==> config.mk <==
export PLATFORM = sky130hd
export DESIGN_NAME = rsip_pin_ctrl
export DESIGN_NICKNAME = d
export VERILOG_FILES = /design/src/rsip_pkg.sv /design/src/rsip_event_latch.sv /design/src/rsip_led_drive.sv /design/src/rsip_pin_ctrl.sv
export VERILOG_INCLUDE_DIRS = /design/src
export SDC_FILE = /design/constraint.sdc
export NUM_CORES = 1
export LEC_CHECK = 0
export ABC_AREA = 1
export BUFFER_PORTS_ARGS = -buffer_cell sky130_fd_sc_hd__buf_2
export CELL_PAD_IN_SITES_DETAIL_PLACEMENT = 1
export CELL_PAD_IN_SITES_GLOBAL_PLACEMENT = 2
export CORE_MARGIN = 4
export CORE_UTILIZATION = 32
export CTS_CLUSTER_DIAMETER = 30
export DETAILED_ROUTE_END_ITERATION = 8
export PLACE_DENSITY_LB_ADDON = 0.15
export SETUP_SLACK_MARGIN = 0.02
export SLEW_MARGIN = 25
export SYNTH_ARGS = -nofsm -noshare
export SYNTH_HDL_FRONTEND = slang
export SYNTH_SLANG_ARGS = --single-unit
==> constraint.sdc <==
create_clock -name sys_clk -period 2 [get_ports sys_clk]
set_input_delay 0.3 -clock sys_clk [delete_from_list [all_inputs] [get_ports sys_clk]]
set_output_delay 0.3 -clock sys_clk [all_outputs]
set_load 0.1 [all_outputs]
==> src/rsip_consts.svh <==
// Constants for the reset, strap and attention pin block
`ifndef RSIP_CONSTS_SVH
`define RSIP_CONSTS_SVH

// ---------------------------------------------------------------
// Clock and timing
// ---------------------------------------------------------------
`define RSIP_CLK_MHZ          125
`define RSIP_RST_MIN_NS       2000
`define RSIP_RST_MIN_CYC      ((`RSIP_RST_MIN_NS * `RSIP_CLK_MHZ + 999) / 1000)
`define RSIP_SETTLE_MS        150
`define RSIP_SETTLE_CYC       (`RSIP_SETTLE_MS * 1000 * `RSIP_CLK_MHZ)
`define RSIP_BLINK_CYC        6250000

// ---------------------------------------------------------------
// Strap values and event field positions
// ---------------------------------------------------------------
`define RSIP_MODE_NORMAL      3'h7
`define RSIP_EVT_CONNECT      0
`define RSIP_EVT_DISCON       1
`define RSIP_EVT_RECV         2
`define RSIP_EVT_TIMEOUT      3
`define RSIP_EVT_WAKE         4
`define RSIP_EVT_W            5
`define RSIP_MASK_RST         5'h00

`endif

==> src/rsip_pkg.sv <==
// Types shared by the reset, strap and attention pin block
package rsip_pkg;

  // Straps captured at reset release
  typedef struct packed {
    logic       autoneg;
    logic       full_duplex;
    logic       rate_100;
    logic [2:0] mode;
  } rsip_straps_t;

  // Link status feeding the indicator pins
  typedef struct packed {
    logic linked;
    logic activity;
    logic full_duplex;
    logic rate_100;
  } rsip_link_t;

  // Reset sequencer states
  typedef enum logic [1:0] {
    RSIP_ST_HELD,
    RSIP_ST_SETTLE,
    RSIP_ST_RUN
  } rsip_state_t;

endpackage : rsip_pkg

==> src/rsip_event_latch.sv <==
// Sticky event bits with per-source masks and clear
`timescale 1ns/100ps
`include "rsip_consts.svh"

module rsip_event_latch #(
  parameter int WIDTH = `RSIP_EVT_W
) (
  // Clock and reset
  input  wire logic             sys_clk,
  input  wire logic             rst,
  // Event sources and host control
  input  wire logic [WIDTH-1:0] event_pulse,
  input  wire logic [WIDTH-1:0] clear_bits,
  input  wire logic [WIDTH-1:0] mask_bits,
  // Pending state
  output logic      [WIDTH-1:0] pending,
  output logic                  any_unmasked
);
  import rsip_pkg::*;

  logic [WIDTH-1:0] next_pending;

  // ---------------------------------------------------------------
  // Sticky bits: a new event beats a clear in the same cycle
  // ---------------------------------------------------------------
  always_comb begin
    next_pending = pending;
    for (int i = 0; i < WIDTH; i++) begin
      if (event_pulse[i]) begin
        next_pending[i] = 1'b1;
      end else if (clear_bits[i]) begin
        next_pending[i] = 1'b0;
      end
    end
  end

  always_ff @(posedge sys_clk) begin
    if (rst) begin
      pending <= '0;
    end else begin
      pending <= next_pending;
    end
  end

  assign any_unmasked = |(pending & mask_bits);

  AST_CLEAR_DROPS: assert property (@(posedge sys_clk) disable iff (rst)
    (clear_bits == {WIDTH{1'b1}} && event_pulse == '0) |=> !any_unmasked)
    else $error("pending survived a full clear");

  AST_MASK_BLOCKS: assert property (@(posedge sys_clk) disable iff (rst)
    (mask_bits == '0) |-> !any_unmasked)
    else $error("masked event reached attention");

endmodule : rsip_event_latch

==> src/rsip_led_drive.sv <==
// Active-low status indicators with activity blink
`timescale 1ns/100ps
`include "rsip_consts.svh"

module rsip_led_drive #(
  parameter int BLINK_CYC = `RSIP_BLINK_CYC
) (
  // Clock and reset
  input  wire logic              sys_clk,
  input  wire logic              rst,
  // Link state
  input  wire rsip_pkg::rsip_link_t link,
  // Indicator levels, active low
  output logic                   duplex_n,
  output logic                   rate_n,
  output logic                   link_n
);
  import rsip_pkg::*;

  logic [31:0] blink_cnt;
  logic        blink_ph;
  logic [31:0] next_blink_cnt;
  logic        next_blink_ph;
  logic        next_duplex_n;
  logic        next_rate_n;
  logic        next_link_n;

  // ---------------------------------------------------------------
  // Blink timer runs only with activity so the light stays steady idle
  // ---------------------------------------------------------------
  always_comb begin
    next_blink_cnt = blink_cnt;
    next_blink_ph  = blink_ph;
    if (!link.activity) begin
      next_blink_cnt = '0;
      next_blink_ph  = 1'b0;
    end else if (blink_cnt == 32'(BLINK_CYC - 1)) begin
      next_blink_cnt = '0;
      next_blink_ph  = ~blink_ph;
    end else begin
      next_blink_cnt = blink_cnt + 32'h1;
    end
    next_duplex_n = ~link.full_duplex;
    next_rate_n   = ~link.rate_100;
    next_link_n   = ~(link.linked & ~next_blink_ph);
  end

  always_ff @(posedge sys_clk) begin
    if (rst) begin
      blink_cnt <= '0;
      blink_ph  <= 1'b0;
      duplex_n  <= 1'b1;
      rate_n    <= 1'b1;
      link_n    <= 1'b1;
    end else begin
      blink_cnt <= next_blink_cnt;
      blink_ph  <= next_blink_ph;
      duplex_n  <= next_duplex_n;
      rate_n    <= next_rate_n;
      link_n    <= next_link_n;
    end
  end

  AST_LINK_OFF: assert property (@(posedge sys_clk) disable iff (rst)
    !link.linked |=> link_n)
    else $error("link light on without link");

endmodule : rsip_led_drive

==> src/rsip_pin_ctrl.sv <==
// Reset sequencing, strap capture, attention, power-down and select gating
`timescale 1ns/100ps
`include "rsip_consts.svh"

// Overview of operation
// - Low hard reset initialises all state except the straps, which hold until recaptured at release; reasserting reinitialises it.
// - Attention goes low on connect, disconnect, receive, timeout or wake event.
// - Host clears events by writing; attention releases when no unmasked event.
// - Each event source has its own mask; masked sources never assert attention.
// - Sleep request high enters power-down; low runs normally.
// - Autonegotiation strap high enables autonegotiation, low disables it.
// - Duplex strap low half, high full; taken in reset, held afterwards.
// - Rate strap high selects 100M, low 10M; honoured only in reset.
// - Mode straps sampled in reset; 111 normal, other patterns test mode.
// - Serial slave port answers only while slave select is low.
// - After reset shared strap pins become active-low duplex, rate, link lights.
module rsip_pin_ctrl #(
  parameter int SETTLE_CYC = `RSIP_SETTLE_CYC,
  parameter int BLINK_CYC  = `RSIP_BLINK_CYC,
  parameter int EVT_W      = `RSIP_EVT_W
) (
  // Clock and synchronous reset of the logic itself
  input  wire logic             sys_clk,
  input  wire logic             rst,
  // Host pins
  input  wire logic             hard_reset_in_n,
  input  wire logic             slave_select_in_n,
  input  wire logic             sleep_request_in,
  output logic                  attention_out_n,
  // Strap inputs
  input  wire logic             autoneg_strap,
  input  wire logic             full_half_strap,
  input  wire logic             link_rate_strap,
  // Shared mode strap / indicator pins
  input  wire logic             mode_strap_hi_in,
  input  wire logic             mode_strap_mid_in,
  input  wire logic             mode_strap_lo_in,
  output logic                  duplex_led_n,
  output logic                  rate_led_n,
  output logic                  link_led_n,
  output logic                  led_oe,
  // Event sources from the protocol core, one-cycle pulses
  input  wire logic [EVT_W-1:0] event_pulse,
  // Host writes to the common or socket event registers
  input  wire logic [EVT_W-1:0] common_event_reg_clear,
  input  wire logic [EVT_W-1:0] socket_event_reg_clear,
  input  wire logic [EVT_W-1:0] event_mask,
  output logic      [EVT_W-1:0] event_pending,
  // Link state from the transceiver
  input  wire logic             phy_linked,
  input  wire logic             phy_activity,
  // Status and control to the core
  output rsip_pkg::rsip_straps_t straps,
  output logic                  test_mode,
  output logic                  core_reset,
  output logic                  host_ready,
  output logic                  power_down,
  output logic                  spi_enable
);
  import rsip_pkg::*;

  // ---------------------------------------------------------------
  // State
  // ---------------------------------------------------------------
  rsip_state_t  state;
  rsip_state_t  next_state;
  logic [31:0]  settle_cnt;
  logic [31:0]  next_settle_cnt;
  rsip_straps_t next_straps;
  logic         next_led_oe;
  logic         next_power_down;
  logic         any_unmasked;
  logic         next_attention_n;
  logic         in_reset;
  rsip_link_t   link;
  logic         led_duplex_n;
  logic         led_rate_n;
  logic         led_link_n;

  // Reset pin or local reset holds everything
  assign in_reset = rst | ~hard_reset_in_n;

  // ---------------------------------------------------------------
  // Reset sequencer
  // ---------------------------------------------------------------
  always_comb begin
    next_state      = state;
    next_settle_cnt = settle_cnt;
    next_straps     = straps;
    next_led_oe     = led_oe;
    unique case (state)
      RSIP_ST_HELD: begin
        next_led_oe     = 1'b0;
        next_settle_cnt = '0;
        if (hard_reset_in_n) begin
          next_straps.autoneg     = autoneg_strap;
          next_straps.full_duplex = full_half_strap;
          next_straps.rate_100    = link_rate_strap;
          next_straps.mode        = {mode_strap_hi_in, mode_strap_mid_in, mode_strap_lo_in};
          next_state              = RSIP_ST_SETTLE;
        end
      end
      RSIP_ST_SETTLE: begin
        next_led_oe = 1'b1;
        if (settle_cnt == 32'(SETTLE_CYC - 1)) begin
          next_state = RSIP_ST_RUN;
        end else begin
          next_settle_cnt = settle_cnt + 32'h1;
        end
      end
      RSIP_ST_RUN: begin
        next_led_oe = 1'b1;
      end
    endcase
  end

  always_ff @(posedge sys_clk) begin
    if (rst) begin
      state      <= RSIP_ST_HELD;
      settle_cnt <= '0;
      straps     <= '0;
      led_oe     <= 1'b0;
    end else if (!hard_reset_in_n) begin
      state      <= RSIP_ST_HELD;
      settle_cnt <= '0;
      straps     <= straps;
      led_oe     <= 1'b0;
    end else begin
      state      <= next_state;
      settle_cnt <= next_settle_cnt;
      straps     <= next_straps;
      led_oe     <= next_led_oe;
    end
  end

  // Core held until the sequencer leaves the held state
  assign core_reset = (state == RSIP_ST_HELD);
  assign host_ready = (state == RSIP_ST_RUN);
  assign test_mode  = (straps.mode != `RSIP_MODE_NORMAL);

  // ---------------------------------------------------------------
  // Power-down and select gating
  // ---------------------------------------------------------------
  always_comb begin
    next_power_down = sleep_request_in & ~core_reset;
  end

  always_ff @(posedge sys_clk) begin
    if (in_reset) begin
      power_down <= 1'b0;
    end else begin
      power_down <= next_power_down;
    end
  end

  // respond only when selected; asleep or held port stays deaf
  assign spi_enable = ~slave_select_in_n & ~core_reset & ~power_down;

  // ---------------------------------------------------------------
  // Event latch and attention output
  // ---------------------------------------------------------------
  // events set pending
  rsip_event_latch #(
    .WIDTH        (EVT_W)
  ) u_events (
    .sys_clk      (sys_clk),
    .rst          (in_reset),
    .event_pulse  (event_pulse),
    .clear_bits   (common_event_reg_clear | socket_event_reg_clear),
    .mask_bits    (event_mask),
    .pending      (event_pending),
    .any_unmasked (any_unmasked)
  );

  always_comb begin
    next_attention_n = ~any_unmasked;
  end

  always_ff @(posedge sys_clk) begin
    if (in_reset) begin
      attention_out_n <= 1'b1;
    end else begin
      attention_out_n <= next_attention_n;
    end
  end

  // ---------------------------------------------------------------
  // Indicator pins, live only after capture
  // ---------------------------------------------------------------
  // Duplex and rate lights follow the captured straps; autoneg result is not modelled
  assign link.linked      = phy_linked;
  assign link.activity    = phy_activity & phy_linked;
  assign link.full_duplex = straps.full_duplex;
  assign link.rate_100    = straps.rate_100;

  rsip_led_drive #(
    .BLINK_CYC (BLINK_CYC)
  ) u_leds (
    .sys_clk   (sys_clk),
    .rst       (in_reset),
    .link      (link),
    .duplex_n  (led_duplex_n),
    .rate_n    (led_rate_n),
    .link_n    (led_link_n)
  );

  assign duplex_led_n = led_oe ? led_duplex_n : 1'b1;
  assign rate_led_n   = led_oe ? led_rate_n   : 1'b1;
  assign link_led_n   = led_oe ? led_link_n   : 1'b1;

  // ---------------------------------------------------------------
  // Checks
  // ---------------------------------------------------------------
  AST_RESET_HOLDS: assert property (@(posedge sys_clk) disable iff (rst)
    !hard_reset_in_n |=> (core_reset && !led_oe && attention_out_n))
    else $error("state not held under hard reset");

  AST_CAPTURE_DUPLEX: assert property (@(posedge sys_clk) disable iff (rst)
    (state == RSIP_ST_HELD && hard_reset_in_n) |=> (straps.full_duplex == $past(full_half_strap)))
    else $error("duplex strap not captured at release");

  AST_STRAP_HOLD: assert property (@(posedge sys_clk) disable iff (rst)
    (state != RSIP_ST_HELD && hard_reset_in_n) |=> $stable(straps))
    else $error("straps changed outside reset");

  AST_AUTONEG: assert property (@(posedge sys_clk) disable iff (rst)
    (state == RSIP_ST_HELD && hard_reset_in_n) |=> (straps.autoneg == $past(autoneg_strap)))
    else $error("autoneg strap not captured");

  AST_TEST_MODE: assert property (@(posedge sys_clk) disable iff (rst)
    test_mode == (straps.mode != 3'h7))
    else $error("mode decode wrong");

  AST_OE_AFTER: assert property (@(posedge sys_clk) disable iff (rst)
    $rose(led_oe) |-> ($past(state) == RSIP_ST_SETTLE || $past(state) == RSIP_ST_HELD) && !core_reset)
    else $error("pins driven before capture");

  AST_ATTN_EVENT: assert property (@(posedge sys_clk) disable iff (in_reset)
    (|(event_pulse & event_mask)) |=> ##1 !attention_out_n)
    else $error("unmasked event did not raise attention");

  AST_SLEEP: assert property (@(posedge sys_clk) disable iff (in_reset)
    (sleep_request_in && !core_reset) |=> power_down)
    else $error("sleep request ignored");

  AST_SELECT: assert property (@(posedge sys_clk) disable iff (rst)
    slave_select_in_n |-> !spi_enable)
    else $error("port active without select");

  AST_CAPTURE_RATE: assert property (@(posedge sys_clk) disable iff (rst)
    (state == RSIP_ST_HELD && hard_reset_in_n) |=> (straps.rate_100 == $past(link_rate_strap)))
    else $error("rate strap not captured at release");

  AST_CAPTURE_MODE: assert property (@(posedge sys_clk) disable iff (rst)
    (state == RSIP_ST_HELD && hard_reset_in_n) |=>
      (straps.mode == {$past(mode_strap_hi_in), $past(mode_strap_mid_in),
                       $past(mode_strap_lo_in)}))
    else $error("mode straps not captured at release");

  AST_READY_LATE: assert property (@(posedge sys_clk) disable iff (rst)
    $rose(host_ready) |-> ($past(settle_cnt) == 32'(SETTLE_CYC - 1)))
    else $error("ready before settling count ran out");

  AST_OE_HELD: assert property (@(posedge sys_clk) disable iff (rst)
    core_reset |=> !led_oe)
    else $error("pins driven while held");

  AST_DUPLEX_LIGHT: assert property (@(posedge sys_clk) disable iff (rst)
    led_oe |-> (duplex_led_n == !straps.full_duplex))
    else $error("duplex light disagrees with strap");

  AST_RATE_LIGHT: assert property (@(posedge sys_clk) disable iff (rst)
    led_oe |-> (rate_led_n == !straps.rate_100))
    else $error("rate light disagrees with strap");

  AST_LIGHTS_DARK: assert property (@(posedge sys_clk) disable iff (rst)
    !led_oe |-> (duplex_led_n && rate_led_n && link_led_n))
    else $error("light driven before pins released");

  AST_AWAKE: assert property (@(posedge sys_clk) disable iff (in_reset)
    !sleep_request_in |=> !power_down)
    else $error("power-down without request");

  AST_SELECT_ON: assert property (@(posedge sys_clk) disable iff (rst)
    (!slave_select_in_n && !core_reset && !power_down) |-> spi_enable)
    else $error("selected port not enabled");

  AST_ATTN_RELEASE: assert property (@(posedge sys_clk) disable iff (in_reset)
    ((event_pending & event_mask) == '0) |=> attention_out_n)
    else $error("attention held with nothing unmasked pending");

endmodule : rsip_pin_ctrl

Yosys cells after proc, flatten, opt, wreduce, memory -nomap -nowiden
Index checks and enable logic that the tools add are counted.
{"block": "classes", "addsub": 2, "n_eq_ne": 7, "muxes": 20, "bitwise": 19, "reduce_logical": 14}
{"op": "adder 32 x 1 -> 32 bit (second input constant)", "count": 2}
{"op": "case mux 32 bit (2 select lines)", "count": 1}
{"op": "equality test 32 x 23 -> 1 bit (second input constant)", "count": 1}
{"op": "equality test 32 x 25 -> 1 bit (second input constant)", "count": 1}
{"op": "two-way mux 32 bit", "count": 1}
{"op": "two-way mux 1 bit", "count": 15}
{"op": "nonzero test 2 bit", "count": 6}
{"op": "NOT 1 bit", "count": 11}
{"op": "AND reduction 2 bit", "count": 3}
{"op": "AND 1 bit", "count": 5}
{"op": "AND 5 bit", "count": 1}
{"op": "OR 5 bit", "count": 1}
{"op": "OR reduction 5 bit", "count": 1}
{"op": "inequality test 2 bit (second input constant)", "count": 2}
{"op": "case mux 2 bit (2 select lines)", "count": 1}
{"op": "OR reduction 2 bit", "count": 2}
{"op": "inequality test 3 bit (second input constant)", "count": 1}
{"op": "OR reduction 3 bit", "count": 1}
{"op": "equality test 2 x 1 -> 1 bit (second input constant)", "count": 1}
{"op": "equality test 2 bit (second input constant)", "count": 1}
{"op": "logical NOT 2 bit", "count": 1}
{"op": "two-way mux 2 bit", "count": 1}
{"op": "case mux 1 bit (2 select lines)", "count": 1}
{"op": "OR 1 bit", "count": 1}
{"block": "totals", "register_bits": 84, "inputBits": 33, "out_inout_bits": 21, "word_cells": 81}

Logic depth before layout (Yosys ltp)
{"block": "logic_depth", "word_depth": 6, "depth_mapped": 11, "mapped_depth_nobuf": 11}

Cells and area by module
Synthesis repeated with hierarchy kept, for this count alone.
{"block": "hier_totals", "cells_unflattened": 807, "area_unflattened_um2": 5023.6}
{"mod": "rsip_pin_ctrl", "instances": 1, "cells_each": 477, "area_per_inst_um2": 2830.2, "seq_area_each_um2": 860.8}
{"mod": "rsip_led_drive", "instances": 1, "cells_each": 299, "area_per_inst_um2": 1989.4, "seq_area_each_um2": 720.7}
{"mod": "rsip_event_latch", "instances": 1, "cells_each": 31, "area_per_inst_um2": 203.9, "seq_area_each_um2": 100.1}

Worst setup path before layout
No wires, ideal clock.
{"block": "synth_timing", "kind": "register to output", "startpoint": "reg state[0]", "endpoint": "out spi_enable", "arrival_time_ns": 3.193, "t_required_ns": 1.700, "setup_slack_ns": -1.493, "path_stages_with_launch": 4, "n_path_buf": 0, "cell_sequence": "dfxtp_1 -> inv_1 -> ha_1 -> nor3_1"}
{"block": "synth_via", "elab_chain_len": 4}
{"element": "start, declared", "line_no": "rsip_pin_ctrl.sv:65", "rtl": "rsip_state_t state;"}
{"element": "start signal, assigned", "line_no": "rsip_pin_ctrl.sv:129", "rtl": "state <= next_state;"}
{"element": "logical NOT 2 bit", "line_no": "rsip_pin_ctrl.sv:137", "rtl": "assign core_reset = (state == RSIP_ST_HELD);"}
{"element": "named net core_reset", "line_no": "rsip_pin_ctrl.sv:55", "rtl": "output logic core_reset,"}
{"element": "NOT 1 bit", "line_no": "rsip_pin_ctrl.sv:157", "rtl": "assign spi_enable = ~slave_select_in_n & ~core_reset & ~power_down;"}
{"element": "AND 1 bit (2 in series)", "line_no": "rsip_pin_ctrl.sv:157"}
{"element": "end, declared", "line_no": "rsip_pin_ctrl.sv:58", "rtl": "output logic spi_enable"}
The timed path passes the listed nets, and every way through them passes these cells.

Final worst setup path
{"block": "layout_timing", "startpoint": "reg state[0]", "endpoint": "out spi_enable"}
{"block": "layout_via", "elab_chain_len": 4}
{"element": "logical NOT 2 bit", "line_no": "rsip_pin_ctrl.sv:137"}
{"element": "NOT 1 bit", "line_no": "rsip_pin_ctrl.sv:157"}
{"element": "AND 1 bit (2 in series)", "line_no": "rsip_pin_ctrl.sv:157"}
No other way between the ends.

==> impl_metrics.py <==
metrics = {
    "run_status": {
        "outcome": "finished, final reports clean",
    },
    "logic_synthesis": {
        "yosys_register_bits": 84,
        "async_flop_share_pct": 0,
        "synth.avg_cell_area_um2": 6.23,
        "syn_nets": 814,
        "yosysUniqueCellTypes": 34,
        "synth_warnings": 0,
        "netlist_area_mm2": 0.00483,
        "synth_edf_count": 0,
        "syn_inst": 776,
        "synth_ff_type": "dfxtp_1",
        "yosysSeqAreaShare_pct": 34.8,
    },
    "placed_design": {
        "placed_cells": 1006,
        "gp_congestion": 0.865,
        "hpwl_um": 12300,
        "port_buffers": 53,
        "place_area_mm2": 0.00534,
    },
    "die": {
        "die_y_um": 131,
        "pin_count": 54,
        "initial_utilization_pct": 33.0,
        "coreArea_mm2": 0.0146,
        "die_x_um": 131,
        "dieArea_mm2": 0.0171,
        "rows": 44,
    },
    "layout": {
        "drive_gt1_share_pct": 13.2,
        "regArea_mm2": 0.00168,
        "multiInputGateArea_mm2": 0.00275,
        "diodes": 0,
        "area_growth_syn_to_layout_pct": 17.9,
        "fin_area_mm2": 0.00569,
        "nFillCells": 1954,
        "nNetsFinal": 873,
        "finalNonFillerCells": 1024,
    },
    "timing": {
        "relSlewSlack_pct": 67.3,
        "fin_skew_ps": 11.1,
        "fmax_ghz": 0.547,
        "report.final.hold_viol_count": 0,
        "slew_viol_final": 0,
        "fin_hold_ws_ps": 162,
        "setup_viol": 0,
        "period_minus_slack_ps": 1830,
        "fin_crit_sh_pct": 91.5,
        "worst_pin_slew_ps": 493,
        "rsz0062_at_grt": "yes",
    },
    "grt": {
        "grt_pass1_vias": 5259,
        "antenna_found_initial": 0,
        "grtUsageTotal_pct": 19.5,
        "grt_first_pass_wirelength_um": 26300,
        "grt_max_degree": 33,
        "grt_overflow": 0,
    },
    "critical_path": {
        "crit_required_ps": 1700,
        "critPathKind": "flop to output port",
        "path_cells": "inv_1, ha_2, nor3_4, clkbuf_4",
        "crit_path_max_fanout": 5,
        "cp-start-kind": "flop",
        "worstPathArrival_ps": 1530,
        "crit_family": "buffers and inverters",
        "end_kind": "output port",
        "critPathBufInv": 2,
        "critical_path.max_stage_delay_ps": 370,
        "slowest_stage": "dfxtp_1",
    },
    "cts": {
        "cts_hold_buf": 0,
        "cts_buffer_depth": 2,
        "cts_buffers": 9,
        "clock_latency_ps": 350,
        "cts_sinks": 84,
        "cts_tree": "done",
        "clkTransAtPathRegs_ps": 70,
        "root_buffer": "clkbuf_16",
        "htreeDepth": 3,
    },
    "drt": {
        "detail_route.wl_per_cell_um": 15.5,
        "drt-initial-drc-count": 268,
        "vias_per_cell": 5.00,
        "drc_errors": 0,
        "via_count": 5121,
        "wl_um": 15900,
        "drt_pre_antenna_iters": 8,
        "postRouteAntennaNets": 0,
    },
    "pwr": {
        "power.density_mw_per_mm2": 667,
        "p_leak_nw": 1.97,
        "vdd_drop_max_mv": 0.432,
    },
    "hold_path": {
        "hp-class": "input pin to flop",
    },
    "run": {
        "maxCapViolCount": 0,
    },
}
-- per-layer routing --
metal | vias up | share of wire [%] | GRT usage [%]
met1 | 2418 | 52 | 28.8
met3 | 11 | 4.4 | 2.52
met5 | - | 0 | 0
met2 | 106 | 43 | 29.7
met4 | 0 | 1.1 | 5.57
li1 | 2586 | - | -
-- stage by stage --
| step | TNS, ps | utilization (%) | power (mW) | setup WS (ps) |
|---|---|---|---|---|
| 3_3_place_gp | 0 | 36.5 | 2.07 | 239 |
| 6_report | 0 | 38.9 | 3.80 | 170 |
| 5_1_grt | 0 | 38.9 | 3.96 | 14.3 |
| 3_5_place_dp | 0 | 36.5 | 2.08 | 111 |
| 2_1_floorplan | -260 | - | 1.98 | -86.6 |
| 4_1_cts | 0 | 38.6 | 3.86 | 59.4 |
-- cells by family (layout without fill, tap and decap cells) --
logic type                 count (synthesis)  after routing  synth area share, %
and+or+nand+nor                          504            505                 45.4
xor gates and xnor gates                  15             15                 2.72
DFF                                       84             84                 34.8
AOI/OAI and AO/OA                         60             60                 6.50
buffers and inverters                    108            171                 9.25
adders and majority gates                  5              5                 1.30
-- registers in the layout, summed over array words and instances (netlist names), 2 cells and up --
signal and count:
settle_cnt 32, u_leds.blink_cnt 32, straps 6, u_events.pending 5
state 2
-- cell usage in the layout (no fill, tap or decap), types with 2 or more instances in the layout --
cell type   Yosys  layout
nand2_2         2       2
nor2_1        125     124
nand3b_1        2       2
dfxtp_1        84      83
buf_4           4      10
or2_0           2       2
ha_1            5       3
o21ai_0         6       6
ha_2            0       2
nor3_1         29      28
or2_2           2       2
nand3_1        84      83
nand4_1        13      13
inv_2           4       4
o211ai_1        2       2
buf_6           3       2
xnor2_1         4       4
nor2_4          4       5
buf_2           3      52
nand2_4         1       2
clkbuf_16       0       9
nand2_1       224     224
clkbuf_8        0       2
clkinvlp_4      0       2
inv_1          85      85
nand3_2         2       2
xor2_1         11      11
nor2_2          6       6
nor3b_1         6       6
a21oi_1        46      46
o21ai_1         3       3
-- where the power goes --
group | internal (mW) | leakage (nW) | switching (mW) | total [mW]
Combinational | 0.0801 | 1.15 | 0.251 | 0.331
Sequential | 1.69 | 0.680 | 0.0176 | 1.71
Clock | 1.04 | 0.148 | 0.717 | 1.76
Total | 2.81 | 1.97 | 0.986 | 3.80
-- worst min-delay path, stage by stage --
cell and delay, ps:
buf_2 80, nor2_1 30, nor2_1 60
-- synth_stat cells, types with 2 or more instances --
master      n  share of area (%)
buf_6       3               0.70
nor3b_1     6               0.93
o21ai_0     6               0.62
or2_2       2               0.26
buf_1       4               0.31
inv_1      85                6.6
nand2_2     2               0.26
dfxtp_1    84                 35
clkbuf_1    5               0.39
xor2_1     11                2.0
ha_1        5                1.3
nand3b_1    2               0.31
nand4_1    13                1.7
inv_2       4               0.31
nand3_1    84                8.7
a21oi_1    46                4.8
o21ai_1     3               0.31
xnor2_1     4               0.73
buf_2       3               0.31
or2_0       2               0.26
nor2_2      6               0.78
nor2_4      4               0.93
nand3_2     2               0.41
nor3_1     29                3.0
nand2_1   224                 17
nor2_1    125                9.7
buf_4       4               0.62
o211ai_1    2               0.31
-- layout make-up --
class	count	share of cell area, %
tap	184	4.04
timing repair buffer	66	6.77
clock buffer	11	4.44
sequential	84	29.6
clock inverter	5	1.03
inverter	89	5.87
multi-input combinational	585	48.3
-- path summary, 6_finish.rpt --
check,from,to,cells after the start,slack (ps)
setup / recovery,state[0]$_SDFFE_PP0P_,spi_enable,4,170
setup reg to reg,settle_cnt[0]$_SDFFE_PP0P_,settle_cnt[18]$_SDFFE_PP0P_,11,190
hold reg to reg,straps[4]$_SDFFE_PP0P_,u_leds.duplex_n$_SDFF_PP1_,1,400
hold / removal,event_pulse[0],u_events.pending[0]$_SDFFE_PP0P_,3,160
-- what timing repair did --
| action | 4_1_cts | 5_1_grt |
|---|---|---|
| setup buffers | 0 | 1 |
| endpoints found under the setup margin | 0 | 41 |
| gates resized for setup | 0 | 7 |
(Power assumes the default switching activity.)
